## src/rtl/mcm_pkg.sv

```systemverilog
// Constants, register map and timing for the card unit machine-check monitor
package mcm_pkg;
    localparam int unsigned CLK_PERIOD_NS = 100;
    // Wishbone register byte offsets
    localparam logic [7:0] ADR_STATUS = 8'h00;
    localparam logic [7:0] ADR_OPER = 8'h04;
    localparam logic [7:0] ADR_LSR11 = 8'h08;
    localparam int unsigned LSR_INDEX = 11;
    // Status bit positions of the check display byte
    localparam int unsigned ST_OVERLAP = 0;
    localparam int unsigned ST_EMIT_NONE = 1;
    localparam int unsigned ST_EMIT_EARLY = 2;
    localparam int unsigned ST_FEED_EXTRA = 3;
    localparam int unsigned ST_FEED_SEQ = 4;
    localparam int unsigned ST_PUSH_EXTRA = 5;
    localparam int unsigned ST_PUNCH_SEQ = 6;
    localparam int unsigned ST_PRINT_SEQ = 7;
    localparam logic [7:0] STATUS_RESET = 8'h00;
    // Operation register bits
    localparam int unsigned OP_FEED = 0;
    localparam int unsigned OP_READ = 1;
    localparam int unsigned OP_PUNCH = 2;
    localparam int unsigned OP_PRINT = 3;
    localparam int unsigned OP_W = 4;
    localparam logic [3:0] OPER_RESET = 4'h0;
    // Local storage register 11 fields: missing-pulse index plus one (print field 3 for a mistimed interrupt), zero when none
    localparam int unsigned LSR_FEED_LSB = 0;
    localparam int unsigned LSR_PUNCH_LSB = 4;
    localparam int unsigned LSR_PRINT_LSB = 8;
    localparam int unsigned LSR_FIELD_W = 4;
    localparam int unsigned LSR_W = 12;
    localparam logic [11:0] LSR_RESET = 12'h000;
    // Pulse counts per cam sequence
    localparam int unsigned FEED_CAMS = 4;
    localparam int unsigned PUNCH_CAMS = 5;
    localparam int unsigned PRINT_CAMS = 2;
    // Timing
    localparam int unsigned CAM_WINDOW_NS = 20_000_000;
    localparam int unsigned CAM_WINDOW_CYC = CAM_WINDOW_NS / CLK_PERIOD_NS;
    localparam int unsigned PRINT_INT_NS = 50_000;
    localparam int unsigned PRINT_INT_TOL_NS = 5_000;
    localparam int unsigned PRINT_INT_MIN_CYC = (PRINT_INT_NS - PRINT_INT_TOL_NS + CLK_PERIOD_NS - 1) / CLK_PERIOD_NS;
    localparam int unsigned PRINT_INT_MAX_CYC = (PRINT_INT_NS + PRINT_INT_TOL_NS) / CLK_PERIOD_NS;
    localparam int unsigned CNT_W = 24;
endpackage

```

## src/rtl/mcm_reg_if.sv

```systemverilog
// Register access carrier between the monitor core and its bus slave
`timescale 1ns/1ps
interface mcm_reg_if;
    logic [7:0] status;
    logic [mcm_pkg::LSR_W-1:0] local_storage_register;
    logic [mcm_pkg::OP_W-1:0] oper;
    logic op_start;
    modport core (input oper, input op_start, output status, output local_storage_register);
    modport regs (output oper, output op_start, input status, input local_storage_register);
endinterface

```

## src/rtl/mcm_cam_seq.sv

```systemverilog
// Cam pulse sequence checker: each pulse must follow the previous within a window
`timescale 1ns/1ps
module mcm_cam_seq #(
    parameter int unsigned N = 4,
    parameter int unsigned WIN_CYC = 200000
) (
    input wire logic clk_i,
    input wire logic rst_i,
    input wire logic start_i,
    input wire logic [N-1:0] pulse_i,
    output logic err_o,
    output logic [mcm_pkg::LSR_FIELD_W-1:0] miss_o
);
    localparam logic [mcm_pkg::CNT_W-1:0] WIN = mcm_pkg::CNT_W'(WIN_CYC);
    logic active;
    logic [mcm_pkg::LSR_FIELD_W-1:0] step;
    logic [mcm_pkg::CNT_W-1:0] cnt;
    logic [N-1:0] expect_mask;
    genvar g;
    generate
        for (g = 0; g < N; g++) begin : g_mask
            assign expect_mask[g] = (step == mcm_pkg::LSR_FIELD_W'(g));
        end
    endgenerate
    wire hit = |(pulse_i & expect_mask);
    wire stray = |(pulse_i & ~expect_mask);
    wire late = (cnt >= WIN);
    wire last = (step == mcm_pkg::LSR_FIELD_W'(N - 1));
    wire fail = active && (stray || (late && !hit));
    always_ff @(posedge clk_i) begin
        if (rst_i) begin
            active <= 1'b0;
            step <= '0;
            cnt <= '0;
            err_o <= 1'b0;
            miss_o <= '0;
        end else begin
            err_o <= fail;
            if (fail) begin
                miss_o <= step + 1'b1;
            end
            if (start_i) begin
                active <= 1'b1;
                step <= '0;
                cnt <= '0;
            end else if (fail || (active && hit && last)) begin
                active <= 1'b0;
            end else if (active && hit) begin
                step <= step + 1'b1;
                cnt <= '0;
            end else if (active) begin
                cnt <= cnt + 1'b1;
            end
        end
    end
endmodule // mcm_cam_seq

```

## src/rtl/mcm_wb_regs.sv

```systemverilog
// Classic Wishbone slave holding the operation register and reading status
`timescale 1ns/1ps
module mcm_wb_regs (
    input wire logic clk_i,
    input wire logic rst_i,
    input wire logic [7:0] wb_adr_i,
    input wire logic [31:0] wb_dat_i,
    input wire logic [3:0] wb_sel_i,
    input wire logic wb_we_i,
    input wire logic wb_cyc_i,
    input wire logic wb_stb_i,
    output logic [31:0] wb_dat_o,
    output logic wb_ack_o,
    mcm_reg_if.regs rif
);
    wire req = wb_cyc_i && wb_stb_i && !wb_ack_o;
    wire wr_oper = req && wb_we_i && wb_sel_i[0] && (wb_adr_i == mcm_pkg::ADR_OPER);
    wire sel_status = (wb_adr_i == mcm_pkg::ADR_STATUS);
    wire sel_oper = (wb_adr_i == mcm_pkg::ADR_OPER);
    wire sel_lsr = (wb_adr_i == mcm_pkg::ADR_LSR11);
    wire [31:0] rd_mux = sel_status ? {24'h00_0000, rif.status} :
                         sel_oper ? {28'h000_0000, rif.oper} :
                         sel_lsr ? {20'h0_0000, rif.local_storage_register} : 32'h0000_0000;
    // Any write that starts an operation clears the latched checks
    assign rif.op_start = wr_oper && (|wb_dat_i[mcm_pkg::OP_W-1:0]);
    always_ff @(posedge clk_i) begin
        if (rst_i) begin
            wb_ack_o <= 1'b0;
            wb_dat_o <= 32'h0000_0000;
            rif.oper <= mcm_pkg::OPER_RESET;
        end else begin
            wb_ack_o <= req;
            if (req && !wb_we_i) begin
                wb_dat_o <= rd_mux;
            end
            if (wr_oper) begin
                rif.oper <= wb_dat_i[mcm_pkg::OP_W-1:0];
            end
        end
    end
endmodule // mcm_wb_regs

```

## src/rtl/mcm_monitor.sv

```systemverilog
// Top of the card unit machine-check monitor: pulse checks and status latch
//
// Design decisions made here: the Wishbone interface to the registers and the address map.
`timescale 1ns/1ps
module mcm_monitor #(
    parameter int unsigned CAM_WIN_CYC = mcm_pkg::CAM_WINDOW_CYC
) (
    input wire logic clk_i,
    input wire logic rst_i,
    input wire logic [7:0] wb_adr_i,
    input wire logic [31:0] wb_dat_i,
    input wire logic [3:0] wb_sel_i,
    input wire logic wb_we_i,
    input wire logic wb_cyc_i,
    input wire logic wb_stb_i,
    output logic [31:0] wb_dat_o,
    output logic wb_ack_o,
    input wire logic feed_clutch_pick_i,
    input wire logic [mcm_pkg::FEED_CAMS-1:0] feed_cam_pulse_i,
    input wire logic column_emitter_i,
    input wire logic pusher_clutch_pick_i,
    input wire logic first_cam_timing_pulse_i,
    input wire logic [1:0] punch_cam_pulse_i,
    input wire logic [1:0] incr_cam_pulse_i,
    input wire logic [mcm_pkg::PRINT_CAMS-1:0] print_cam_pulse_i,
    input wire logic print_interrupt_i,
    output logic [7:0] check_display_byte_o,
    output logic [mcm_pkg::LSR_W-1:0] local_storage_register_o,
    output logic machine_check_o
);
    mcm_reg_if rif ();

    mcm_wb_regs u_regs (
        .clk_i(clk_i),
        .rst_i(rst_i),
        .wb_adr_i(wb_adr_i),
        .wb_dat_i(wb_dat_i),
        .wb_sel_i(wb_sel_i),
        .wb_we_i(wb_we_i),
        .wb_cyc_i(wb_cyc_i),
        .wb_stb_i(wb_stb_i),
        .wb_dat_o(wb_dat_o),
        .wb_ack_o(wb_ack_o),
        .rif(rif)
    );

    logic [7:0] status;
    logic [mcm_pkg::LSR_W-1:0] local_storage_register;
    logic feed_picked;
    logic pusher_picked;
    logic feed_cycle;
    logic emitter_seen;
    logic print_run;
    logic [mcm_pkg::CNT_W-1:0] int_cnt;

    wire [mcm_pkg::OP_W-1:0] oper = rif.oper;
    wire read_mode = oper[mcm_pkg::OP_READ];
    wire print_busy = oper[mcm_pkg::OP_PRINT];
    wire first_feed_cam_pulse = feed_cam_pulse_i[0];
    wire second_feed_cam_pulse = feed_cam_pulse_i[1];
    wire print_start = rif.op_start && wb_dat_i[mcm_pkg::OP_PRINT];

    // Sequence checkers for feed, punch/increment and print cams
    wire feed_err;
    wire punch_err;
    wire print_seq_err;
    wire [mcm_pkg::LSR_FIELD_W-1:0] feed_miss;
    wire [mcm_pkg::LSR_FIELD_W-1:0] punch_miss;
    wire [mcm_pkg::LSR_FIELD_W-1:0] print_miss;
    wire [mcm_pkg::PUNCH_CAMS-1:0] punch_pulses = {incr_cam_pulse_i, punch_cam_pulse_i, first_cam_timing_pulse_i};

    mcm_cam_seq #(
        .N(mcm_pkg::FEED_CAMS),
        .WIN_CYC(CAM_WIN_CYC)
    ) u_feed_seq (
        .clk_i(clk_i),
        .rst_i(rst_i),
        .start_i(feed_clutch_pick_i),
        .pulse_i(feed_cam_pulse_i),
        .err_o(feed_err),
        .miss_o(feed_miss)
    );

    mcm_cam_seq #(
        .N(mcm_pkg::PUNCH_CAMS),
        .WIN_CYC(CAM_WIN_CYC)
    ) u_punch_seq (
        .clk_i(clk_i),
        .rst_i(rst_i),
        .start_i(pusher_clutch_pick_i),
        .pulse_i(punch_pulses),
        .err_o(punch_err),
        .miss_o(punch_miss)
    );

    mcm_cam_seq #(
        .N(mcm_pkg::PRINT_CAMS),
        .WIN_CYC(CAM_WIN_CYC)
    ) u_print_seq (
        .clk_i(clk_i),
        .rst_i(rst_i),
        .start_i(print_start),
        .pulse_i(print_cam_pulse_i),
        .err_o(print_seq_err),
        .miss_o(print_miss)
    );

    // Periodic print interrupt: too early or too late both count as mistimed
    localparam logic [mcm_pkg::CNT_W-1:0] INT_MIN = mcm_pkg::CNT_W'(mcm_pkg::PRINT_INT_MIN_CYC);
    localparam logic [mcm_pkg::CNT_W-1:0] INT_MAX = mcm_pkg::CNT_W'(mcm_pkg::PRINT_INT_MAX_CYC);
    localparam logic [mcm_pkg::LSR_FIELD_W-1:0] INT_MISS_CODE = mcm_pkg::LSR_FIELD_W'(mcm_pkg::PRINT_CAMS + 1);
    wire int_early = print_run && print_interrupt_i && (int_cnt < INT_MIN);
    wire int_late = print_run && !print_interrupt_i && (int_cnt >= INT_MAX);
    wire int_err = int_early || int_late;

    // Event terms feeding the status byte
    wire ev_overlap = oper[mcm_pkg::OP_PUNCH] && print_busy;
    wire ev_emit_none = read_mode && second_feed_cam_pulse && !emitter_seen && !column_emitter_i;
    wire ev_emit_early = feed_cycle && column_emitter_i && !first_feed_cam_pulse;
    wire ev_feed_extra = first_feed_cam_pulse && !feed_picked && !feed_clutch_pick_i;
    wire ev_push_extra = first_cam_timing_pulse_i && !pusher_picked && !pusher_clutch_pick_i;
    wire ev_print = print_seq_err || int_err;

    wire [7:0] events;
    assign events[mcm_pkg::ST_OVERLAP] = ev_overlap;
    assign events[mcm_pkg::ST_EMIT_NONE] = ev_emit_none;
    assign events[mcm_pkg::ST_EMIT_EARLY] = ev_emit_early;
    assign events[mcm_pkg::ST_FEED_EXTRA] = ev_feed_extra;
    assign events[mcm_pkg::ST_FEED_SEQ] = feed_err;
    assign events[mcm_pkg::ST_PUSH_EXTRA] = ev_push_extra;
    assign events[mcm_pkg::ST_PUNCH_SEQ] = punch_err;
    assign events[mcm_pkg::ST_PRINT_SEQ] = ev_print;

    // Latched byte: an operation start clears, but a same-cycle event still sets
    wire [7:0] status_base = rif.op_start ? mcm_pkg::STATUS_RESET : status;
    wire [7:0] next_status = status_base | events;

    // Missing-pulse record for the three sequence checks
    wire [mcm_pkg::LSR_W-1:0] lsr_base = rif.op_start ? mcm_pkg::LSR_RESET : local_storage_register;
    wire [mcm_pkg::LSR_FIELD_W-1:0] print_code = print_seq_err ? print_miss : INT_MISS_CODE;
    wire [mcm_pkg::LSR_W-1:0] next_lsr = {
        ev_print ? print_code : lsr_base[mcm_pkg::LSR_PRINT_LSB +: mcm_pkg::LSR_FIELD_W],
        punch_err ? punch_miss : lsr_base[mcm_pkg::LSR_PUNCH_LSB +: mcm_pkg::LSR_FIELD_W],
        feed_err ? feed_miss : lsr_base[mcm_pkg::LSR_FEED_LSB +: mcm_pkg::LSR_FIELD_W]
    };

    assign rif.status = status;
    assign rif.local_storage_register = local_storage_register;
    assign check_display_byte_o = status;
    assign local_storage_register_o = local_storage_register;
    assign machine_check_o = |status[7:1];

    always_ff @(posedge clk_i) begin
        if (rst_i) begin
            status <= mcm_pkg::STATUS_RESET;
            local_storage_register <= mcm_pkg::LSR_RESET;
        end else begin
            status <= next_status;
            local_storage_register <= next_lsr;
        end
    end

    // Clutch pick memory: a pick arms the matching first cam pulse once
    always_ff @(posedge clk_i) begin
        if (rst_i) begin
            feed_picked <= 1'b0;
            pusher_picked <= 1'b0;
        end else begin
            feed_picked <= feed_clutch_pick_i || (feed_picked && !first_feed_cam_pulse);
            pusher_picked <= pusher_clutch_pick_i || (pusher_picked && !first_cam_timing_pulse_i);
        end
    end

    // Feed cycle window and column emitter tracking
    always_ff @(posedge clk_i) begin
        if (rst_i) begin
            feed_cycle <= 1'b0;
            emitter_seen <= 1'b0;
        end else begin
            feed_cycle <= feed_clutch_pick_i || (feed_cycle && !first_feed_cam_pulse);
            if (feed_clutch_pick_i || second_feed_cam_pulse) begin
                emitter_seen <= 1'b0;
            end else if (column_emitter_i) begin
                emitter_seen <= 1'b1;
            end
        end
    end

    // Print interrupt interval counter, live while the print operation runs
    always_ff @(posedge clk_i) begin
        if (rst_i) begin
            print_run <= 1'b0;
            int_cnt <= '0;
        end else begin
            print_run <= print_busy && !int_err;
            if (!print_busy || print_interrupt_i || int_err) begin
                int_cnt <= '0;
            end else begin
                int_cnt <= int_cnt + 1'b1;
            end
        end
    end
endmodule // mcm_monitor

```

## config.mk

```make
export PLATFORM = sky130hd
export DESIGN_NAME = mcm_monitor
export DESIGN_NICKNAME = d
export VERILOG_FILES = /design/src/rtl/mcm_pkg.sv /design/src/rtl/mcm_reg_if.sv /design/src/rtl/mcm_cam_seq.sv /design/src/rtl/mcm_wb_regs.sv /design/src/rtl/mcm_monitor.sv
export SDC_FILE = /design/constraint.sdc
export NUM_CORES = 1
export LEC_CHECK = 0
export BUFFER_PORTS_ARGS = -buffer_cell sky130_fd_sc_hd__buf_4
export CAP_MARGIN = 25
export CORE_MARGIN = 1
export CORE_UTILIZATION = 44
export DETAILED_ROUTE_END_ITERATION = 10
export HOLD_SLACK_MARGIN = 0.15
export PLACE_DENSITY = 0.66
export SETUP_SLACK_MARGIN = 0.3
export SLEW_MARGIN = 15
export SYNTH_ARGS = -nofsm -noshare
export SYNTH_HDL_FRONTEND = slang
export SYNTH_SLANG_ARGS = --single-unit
```

## constraint.sdc

```tcl
create_clock -name clk_i -period 6.18 [get_ports clk_i]
set_clock_uncertainty 0.15 [all_clocks]
set_input_delay 1.236 -clock clk_i [delete_from_list [all_inputs] [get_ports clk_i]]
set_output_delay 1.236 -clock clk_i [all_outputs]
set_load 0.01 [all_outputs]
```

==> results of run 1 <==
[synth_stat cells, drive strengths merged (5+ instances only)]
library cell,number
xnor2,22
nor3,17
nor2b,7
nand4,26
nand2b,10
nor4,13
nand3b,10
or4,6
and2,22
ha,18
clkbuf,28
inv,33
o21ai,30
nor2,113
o211ai,5
buf,25
a211oi,9
mux2i,23
and3,25
xor2,29
and4,9
nand3,35
a21oi,58
a22oi,15
o21a,6
nand2,58
dfxtp,168
or3,22
[final cells by class]
class | instances | area share (%)
Multi-Input combinational cell | 658 | 45.2
Clock inverter | 10 | 1.87
Timing Repair Buffer | 71 | 5.91
Sequential cell | 168 | 37.3
Clock buffer | 21 | 5.22
Tap cell | 225 | 3.12
Inverter | 33 | 1.37
[where the power goes]
part,leakage (nW),switching (mW),internal (mW),total [mW]
Sequential,1.36,0.00645,1.09,1.10
Clock,0.302,0.438,0.709,1.15
Combinational,1.78,0.0555,0.0343,0.0898
Total,3.43,0.500,1.83,2.33
[layout by cell type (no fill, tap or decap), types with 4 or more instances in the layout]
cell type / n
dfxtp_1: 168
nor2_1: 113
buf_4: 71
nand2_1: 58
a21oi_1: 58
nand3_1: 35
inv_1: 33
xor2_1: 29
o21ai_0: 27
nand4_1: 26
and3_1: 25
mux2i_1: 23
and2_1: 22
xnor2_1: 22
or3_1: 21
conb_1: 20
ha_1: 18
nor3_1: 17
clkbuf_16: 17
a22oi_1: 14
nor4_1: 12
nand2b_1: 10
nand3b_1: 10
and4_1: 9
a211oi_1: 8
nor2b_1: 7
o21a_1: 6
o211ai_1: 5
or4_1: 5
a211o_1: 4
mux2_2: 4
bufinv_16: 4
[registers in the layout, summed over array words and instances (netlist names), 8 cells and up]
register	flops
u_regs.wb_dat_o	12
local_storage_register_o	12
check_display_byte_o	8
int_cnt	24
u_print_seq.cnt	24
u_punch_seq.cnt	24
u_feed_seq.cnt	24
[stage by stage]
step	power [mW]	cells
final	2.33	1186
after global routing	2.41	1186
after CTS	2.36	1186
after detailed placement	1.21	1155
after global placement	1.21	1155
after floorplan	1.18	912
[how the worst max path moves through the flow]
stage	endpoint	start	cells after the start	slack, ns
after detailed placement	u_punch_seq.cnt[3]	incr_cam_pulse_i[1]	7	2.45
after floorplan	u_print_seq.cnt[1]	print_cam_pulse_i[0]	7	2.97
after CTS	u_punch_seq.cnt[3]	incr_cam_pulse_i[1]	7	2.89
after global placement	u_punch_seq.cnt[3]	incr_cam_pulse_i[1]	7	2.48
final	u_punch_seq.cnt[3]	incr_cam_pulse_i[1]	7	2.88
after global routing	u_punch_seq.cnt[3]	incr_cam_pulse_i[1]	7	2.73
[kinds of logic after synthesis]
family,after synthesis,synth area share [%]
other,1,0.0483
AND/OR/NAND/NOR,385,26.0
AO/OA/AOI/OAI,157,13.2
multiplexers,27,3.55
adder cells (fa/ha/maj),18,2.90
buffers and inverters,86,5.22
XOR/XNOR,51,5.76
flip-flops,168,43.3
[layer usage]
| metal | vias up | track usage (%) |
|---|---|---|
| met4 | 0 | 4.74 |
| met3 | 11 | 4.47 |
| met1 | 2961 | 27.0 |
| met2 | 107 | 31.0 |
| li1 | 3233 | - |
| met5 | - | 0 |
==> impl_metrics.toml, run 1 <==
[synthesis]
async_flop_share_pct = 0
ys_ff_latch = 168
syn_area_um2 = 7760
yosysWarnings = 0
ys.flop_type = "dfxtp_1"
synth_edf_count = 0
yosysUniqueCellTypes = 68
syn_area_per_cell_um2 = 8.69
synth_top_area_share_pct = 43.3
yosys.area.top_type = "dfxtp_1"
ys_seq_area_share_pct = 43.3
synth_area_leaders = "dfxtp_1 43%, nor2_1 5.5%, a21oi_1 3.7%"
netlist_instances = 893

[setup_path]
regToRegStartpoint = "u_punch_seq.step[0]"
r2r_end = "u_punch_seq.cnt[3]"
cp_max_fo = 21
critPathLaunchType = "primary input"
crit_buf_inv = 1
critical-path-max-stage-delay_ns = 0.68
required_ns = 6.34
crit_path_top_delay_cell = "or3_1"
end_kind = "flip-flop"
worst-setup-path-type = "in -> reg"
path_cells = "buf_4, or3b_1, a21o_1, a2111oi_2, or3_1, or4_1, nand2_1"
critPathTopFamily = "simple AND/OR/NAND/NOR gates"
arrival_ns = 3.46
r2r_cells = 8
reg2reg_setup_slack_ns = 3.14

[routing]
wl_met2_mm = 7.79
vias_per_cell = 5.32
antenna_left = 0
wl_met1_mm = 8.38
via_count = 6312
wl_per_cell_um = 14.3
top_layer = "met4"
drc_errors = 0
drt-pass1-iter-count = 4
drt-initial-drc-count = 356
wl_met3_um = 672
routed_wl_mm = 17.0

[clocking]
cts_tree = "built"
clkSinkCount = 168
cts_setup_buffers = 0
holdBufCountCts = 0
cts_resized = 0
clk_pin_slew_worst_paths_ns = 0.06
cts_made_buffers = 17
cts_buffer_depth = 2
htreeDepth = 4
cts-root-buf = "clkbuf_16"
clk_latency_ns = 0.42

[place]
place_congestion = 0.773
pre_cts_slack_ns = 2.45
placed_cell_area_um2 = 8370
hpwl_mm = 11.6
io_buffers = 66

[min_path]
hold_depth = 1
worstHoldStart = "int_cnt[0]"
min_to = "int_cnt[0]"
min_path_type = "reg -> reg"

[timing]
hold_violations = 0
rsz0062_at_grt = "no"
setup_viol = 0
setup_slack_ns = 2.88
timing.setup.tns_ns = 0
holdWs_ns = 0.287
period_needed_ns = 3.30
tightest_slew_ns = 0.979
relSlewSlack_pct = 34.3
finalMaxSlewViolations = 0
finalCritPeriodShare_pct = 53.4
fmax_ghz = 0.303

[finish]
drive_above_1_share_pct = 12.5
antenna_cells = 0
seqCellArea_um2 = 3360
fillCellCount = 1617
multiInputGateArea_um2 = 4070
final_nets = 1031
finish.utilization_pct = 52.3
postLayoutCellArea_um2 = 9010
area_delta_synth_final_pct = 16.1

[run_status]
status = "finished, final reports clean"

[die]
start_util_pct = 45.0
ios = 118
die_h_um = 135
core_um2 = 17200
die_x_um = 135
rows = 48
dieArea_um2 = 18200

[pwr]
leakagePower_nw = 3.43
powerDensity_nw_per_um2 = 259
peakVddDrop_uv = 219

[global_routing]
grt_overflow = 0
track_usage_pct = 19.6
antenna_found_initial = 0
grt_pass1_vias = 5807
grt_pass1_wl_mm = 28.5
grt_max_degree = 71

[job]
cap_viol_max_count = 0
No activity file was read; power rests on OpenSTA's default activity.
==> run 2, diff against run 1 <==
--- a/config.mk
+++ b/config.mk
@@ -11,7 +11,7 @@
 export CORE_UTILIZATION = 44
 export DETAILED_ROUTE_END_ITERATION = 10
 export HOLD_SLACK_MARGIN = 0.15
-export PLACE_DENSITY = 0.66
+export PLACE_DENSITY = 0.69
 export SETUP_SLACK_MARGIN = 0.3
 export SLEW_MARGIN = 15
 export SYNTH_ARGS = -nofsm -noshare
==> constraint.sdc (replaced) <==
create_clock -name clk_i -period 2.75 [get_ports clk_i]
set_clock_uncertainty 0.15 [all_clocks]
set_input_delay 0.55 -clock clk_i [delete_from_list [all_inputs] [get_ports clk_i]]
set_output_delay 0.55 -clock clk_i [all_outputs]
set_load 0.01 [all_outputs]
==> impl_metrics.toml, run 2 (same netlist as run 1, synthesis figures left out) <==
[run_status]
status = "finished, final reports clean"

[setup_path]
startpoint = "u_punch_seq.cnt[14]"
cp_max_fo = 8
arrival_ns = 2.73
r2r_cells = 6
worst-setup-path-type = "reg -> reg"
required_ns = 2.96
end_kind = "flip-flop"
regToRegStartpoint = "u_punch_seq.cnt[14]"
critPathLaunchType = "flip-flop"

[min_path]
hold_depth = 2
worstHoldStart = "feed_cam_pulse_i[1]"
min_path_type = "in -> reg"

[timing]
timing.setup.tns_ns = 0
rsz0062_at_grt = "yes"
period_needed_ns = 2.52
setup_viol = 0
tightest_slew_ns = 0.559
relSlewSlack_pct = 62.4
finalMaxSlewViolations = 0
hold_violations = 0
finalCritPeriodShare_pct = 91.5
fmax_ghz = 0.397

[place]
dpl.cell_count = 1178
place_congestion = 0.812
io_buffers = 66
hpwl_mm = 12.2

[die]
core_um2 = 17200
dieArea_um2 = 18200
die_x_um = 135
rows = 48
die_h_um = 135
ios = 118
start_util_pct = 45.0

[clocking]
holdBufCountCts = 0
htreeDepth = 4
cts_buffer_depth = 2
clkSinkCount = 168
cts_made_buffers = 17
clk_pin_slew_worst_paths_ns = 0.07
cts_tree = "built"
clk_latency_ns = 0.43
cts-root-buf = "clkbuf_16"

[job]
cap_viol_max_count = 0

[routing]
drt-initial-drc-count = 355
drc_errors = 0
wl_per_cell_um = 14.8
routed_wl_mm = 18.2
via_count = 6613
drt-pass1-iter-count = 5
vias_per_cell = 5.38
antenna_left = 0

[pwr]
leakagePower_nw = 3.63
total_power_mw = 4.95
powerDensity_nw_per_um2 = 522
peakVddDrop_uv = 478

[finish]
drive_above_1_share_pct = 19.7
final_nets = 1075
final_cell_mix = "160 x dfxtp_1, 113 x nor2_1, 106 x buf_4"
area_delta_synth_final_pct = 22.0
antenna_cells = 0
final_common_cell = "dfxtp_1"
finalNonFillerCells = 1229

[global_routing]
grt_pass1_vias = 5901
antenna_found_initial = 0
grt_overflow = 0
grt_max_degree = 41
track_usage_pct = 19.9
grt_pass1_wl_mm = 28.9
==> run 2: metal layers <==
metal	GRT usage [%]	part of all wire, %	up-vias
met5	0	0	-
met4	6.24	1.4	0
met3	4.28	4.6	20
met2	32.0	48	144
met1	26.7	46	3107
li1	-	-	3342
==> run 2: report_power, final <==
| group | internal, mW | switching, mW | total (mW) |
|---|---|---|---|
| clock | 1.26 | 0.988 | 2.25 |
| sequential | 2.45 | 0.0142 | 2.46 |
| combinational | 0.0994 | 0.134 | 0.234 |
==> run 2: final cells by class <==
| type | count | area [um^2] |
|---|---|---|
| Clock buffer | 20 | 447 |
| Tap cell | 225 | 282 |
| Multi-Input combinational cell | 661 | 4280 |
| Sequential cell | 168 | 3380 |
| Clock inverter | 10 | 96.3 |
| Timing Repair Buffer | 112 | 857 |
| Inverter | 33 | 129 |
| Fill cell | 1583 | 7770 |
==> run 2: worst max-delay path, stage by stage (launching register included) <==
cell       delay [ns]
dfxtp_2          0.33
or4_4            0.57
a2111oi_4        0.36
a211oi_2         0.15
or3_4            0.40
or3_1            0.35
a21oi_1          0.14
==> run 2: repair_timing <==
action | CTS | global route
endpoints found under the setup margin | 48 | 96
buffers inserted | 12 | 6
gates cloned | 1 | 2
pin swaps | 8 | 25
gates resized for setup | 15 | 31
==> run 2: per-stage QoR <==
stage | setup WS, ns | hold WS (ns) | util [%] | cell area (um^2)
final | 0.233 | 0.191 | 54.9 | 9470
after global routing | 0.172 | 0.179 | 54.9 | 9470
after CTS | 0.243 | 0.176 | 53.8 | 9270
after detailed placement | 0.137 | 0.285 | 49.8 | 8590
after global placement | 0.166 | 0.276 | 49.8 | 8590
after floorplan | 0.277 | 0.263 | - | 7890
==> run 2: path summary, 6_finish.rpt <==
| path | end | slack [ns] |
|---|---|---|
| max reg2reg | u_punch_seq.cnt[13] | 0.23 |
| max | u_punch_seq.cnt[13] | 0.23 |
| min reg2reg | int_cnt[0] | 0.30 |
| min | emitter_seen | 0.19 |
==> run 3, diff against run 2 <==
--- a/config.mk
+++ b/config.mk
@@ -11,7 +11,7 @@
 export CORE_UTILIZATION = 44
 export DETAILED_ROUTE_END_ITERATION = 10
 export HOLD_SLACK_MARGIN = 0.15
-export PLACE_DENSITY = 0.69
+export PLACE_DENSITY_LB_ADDON = 0.25
 export SETUP_SLACK_MARGIN = 0.3
 export SLEW_MARGIN = 15
 export SYNTH_ARGS = -nofsm -noshare
==> impl_metrics.toml, run 3 (same netlist as run 1, synthesis figures left out) <==
[run_status]
status = "finished, final reports clean"

[place]
place_congestion = 0.799
pre_cts_slack_ns = 0.110
hpwl_mm = 12.1
io_buffers = 66
placed_cell_area_um2 = 8610

[timing]
period_needed_ns = 2.48
finalCritPeriodShare_pct = 90.0
fmax_ghz = 0.404
tightest_slew_ns = 0.609
rsz0062_at_grt = "yes"
setup_slack_ns = 0.274
setup_viol = 0
holdWs_ns = 0.192
hold_violations = 0
timing.setup.tns_ns = 0
finalMaxSlewViolations = 0
relSlewSlack_pct = 59.1

[die]
die_h_um = 135
core_um2 = 17200
ios = 118
rows = 48
dieArea_um2 = 18200
start_util_pct = 45.0
die_x_um = 135

[pwr]
powerDensity_nw_per_um2 = 528
intPower_mw = 3.90
leakagePower_nw = 3.64
p_clk_share_pct = 46.4
total_power_mw = 5.02
switching_share_pct = 22.3
power.share.sequential_pct = 49.0
combPwrFrac_pct = 4.6
peakVddDrop_uv = 476
p_sw_mw = 1.12

[routing]
vias_per_cell = 5.34
drc_errors = 0
drt-initial-drc-count = 390
routed_wl_mm = 17.5
antenna_left = 0
drt-pass1-iter-count = 5
via_count = 6566
wl_per_cell_um = 14.2

[clocking]
holdBufCountCts = 0
cts_buffer_depth = 2
cts_tree = "built"
htreeDepth = 4
clkSinkCount = 168
cts_made_buffers = 17
cts-root-buf = "clkbuf_16"
clk_pin_slew_worst_paths_ns = 0.06
clk_latency_ns = 0.42

[setup_path]
arrival_ns = 2.69
critPathLaunchType = "flip-flop"
end_kind = "flip-flop"
cp_max_fo = 7
required_ns = 2.96
worst-setup-path-type = "reg -> reg"

[finish]
fillCellCount = 1539
antenna_cells = 0
postLayoutCellArea_um2 = 9520
final_common_cell = "dfxtp_1"
final_cell_mix = "162 x dfxtp_1, 113 x nor2_1, 109 x buf_4"
drive_above_1_share_pct = 20.0
final_nets = 1074
area_delta_synth_final_pct = 22.6

[global_routing]
grt_pass1_wl_mm = 28.3
antenna_found_initial = 0
grt_pass1_vias = 5820
track_usage_pct = 19.5
grt_max_degree = 33
grt_overflow = 0

[min_path]
min_path_type = "in -> reg"

[job]
cap_viol_max_count = 0
run 3: layout make-up:
cell class	count	area, um^2	share of cell area, %
clock buffer	21	450	4.73
clock inverter	11	124	1.30
inverter	33	131	1.38
multi-input combinational	659	4290	45.1
sequential	168	3380	35.5
tap	225	282	2.96
timing repair buffer	113	863	9.07
run 3: worst max-delay path, stage by stage, from the launching register on:
cell and delay, ns:
dfxtp_1 0.34, or4_4 0.54, a2111oi_4 0.36, a211oi_2 0.16, or3_4 0.39, or4_1 0.40, nand2_1 0.08
run 3: path summary, 6_finish.rpt:
kind	start	to	slack, ns	cells after the start
worst max-delay path	u_punch_seq.cnt[13]	u_punch_seq.cnt[3]	0.27	6
worst min-delay path	feed_cam_pulse_i[1]	emitter_seen	0.19	2
worst max register to register	u_punch_seq.cnt[13]	u_punch_seq.cnt[3]	0.27	6
worst min register to register	int_cnt[0]	int_cnt[0]	0.29	1
run 3: power by group through the flow:
stage               registers, mW  clock network [mW]  logic, mW
CTS                          2.46                2.38      0.222
finish                       2.46                2.33      0.232
global route                 2.46                2.48      0.253
global placement             2.52                   0      0.216
detailed placement           2.52                   0      0.217
floorplan                    2.52                   0      0.136
run 3: per-layer routing:
metal	vias to the layer above	part of all wire, %	track usage (%)	wire, um
met2	155	47	31.2	8230
met5	-	0	0	0
met4	0	0.98	5.06	172
met1	3081	48	26.4	8310
met3	13	4.4	4.50	777
li1	3317	-	-	-
run 3: timing repair:
action / in CTS / in global routing
resized for setup: 11 / 42
pin swaps: 15 / 32
setup buffers: 9 / 7
cloned: 1 / 0
hold endpoints to repair: 0 / 0
endpoints found under the setup margin: 26 / 65
run 3: through the flow:
stage / utilization [%] / std cells
final: 55.2 / 1230
after global routing: 55.2 / 1230
after CTS: 53.8 / 1223
after detailed placement: 50.0 / 1181
after global placement: 50.0 / 1181
after floorplan: - / 912
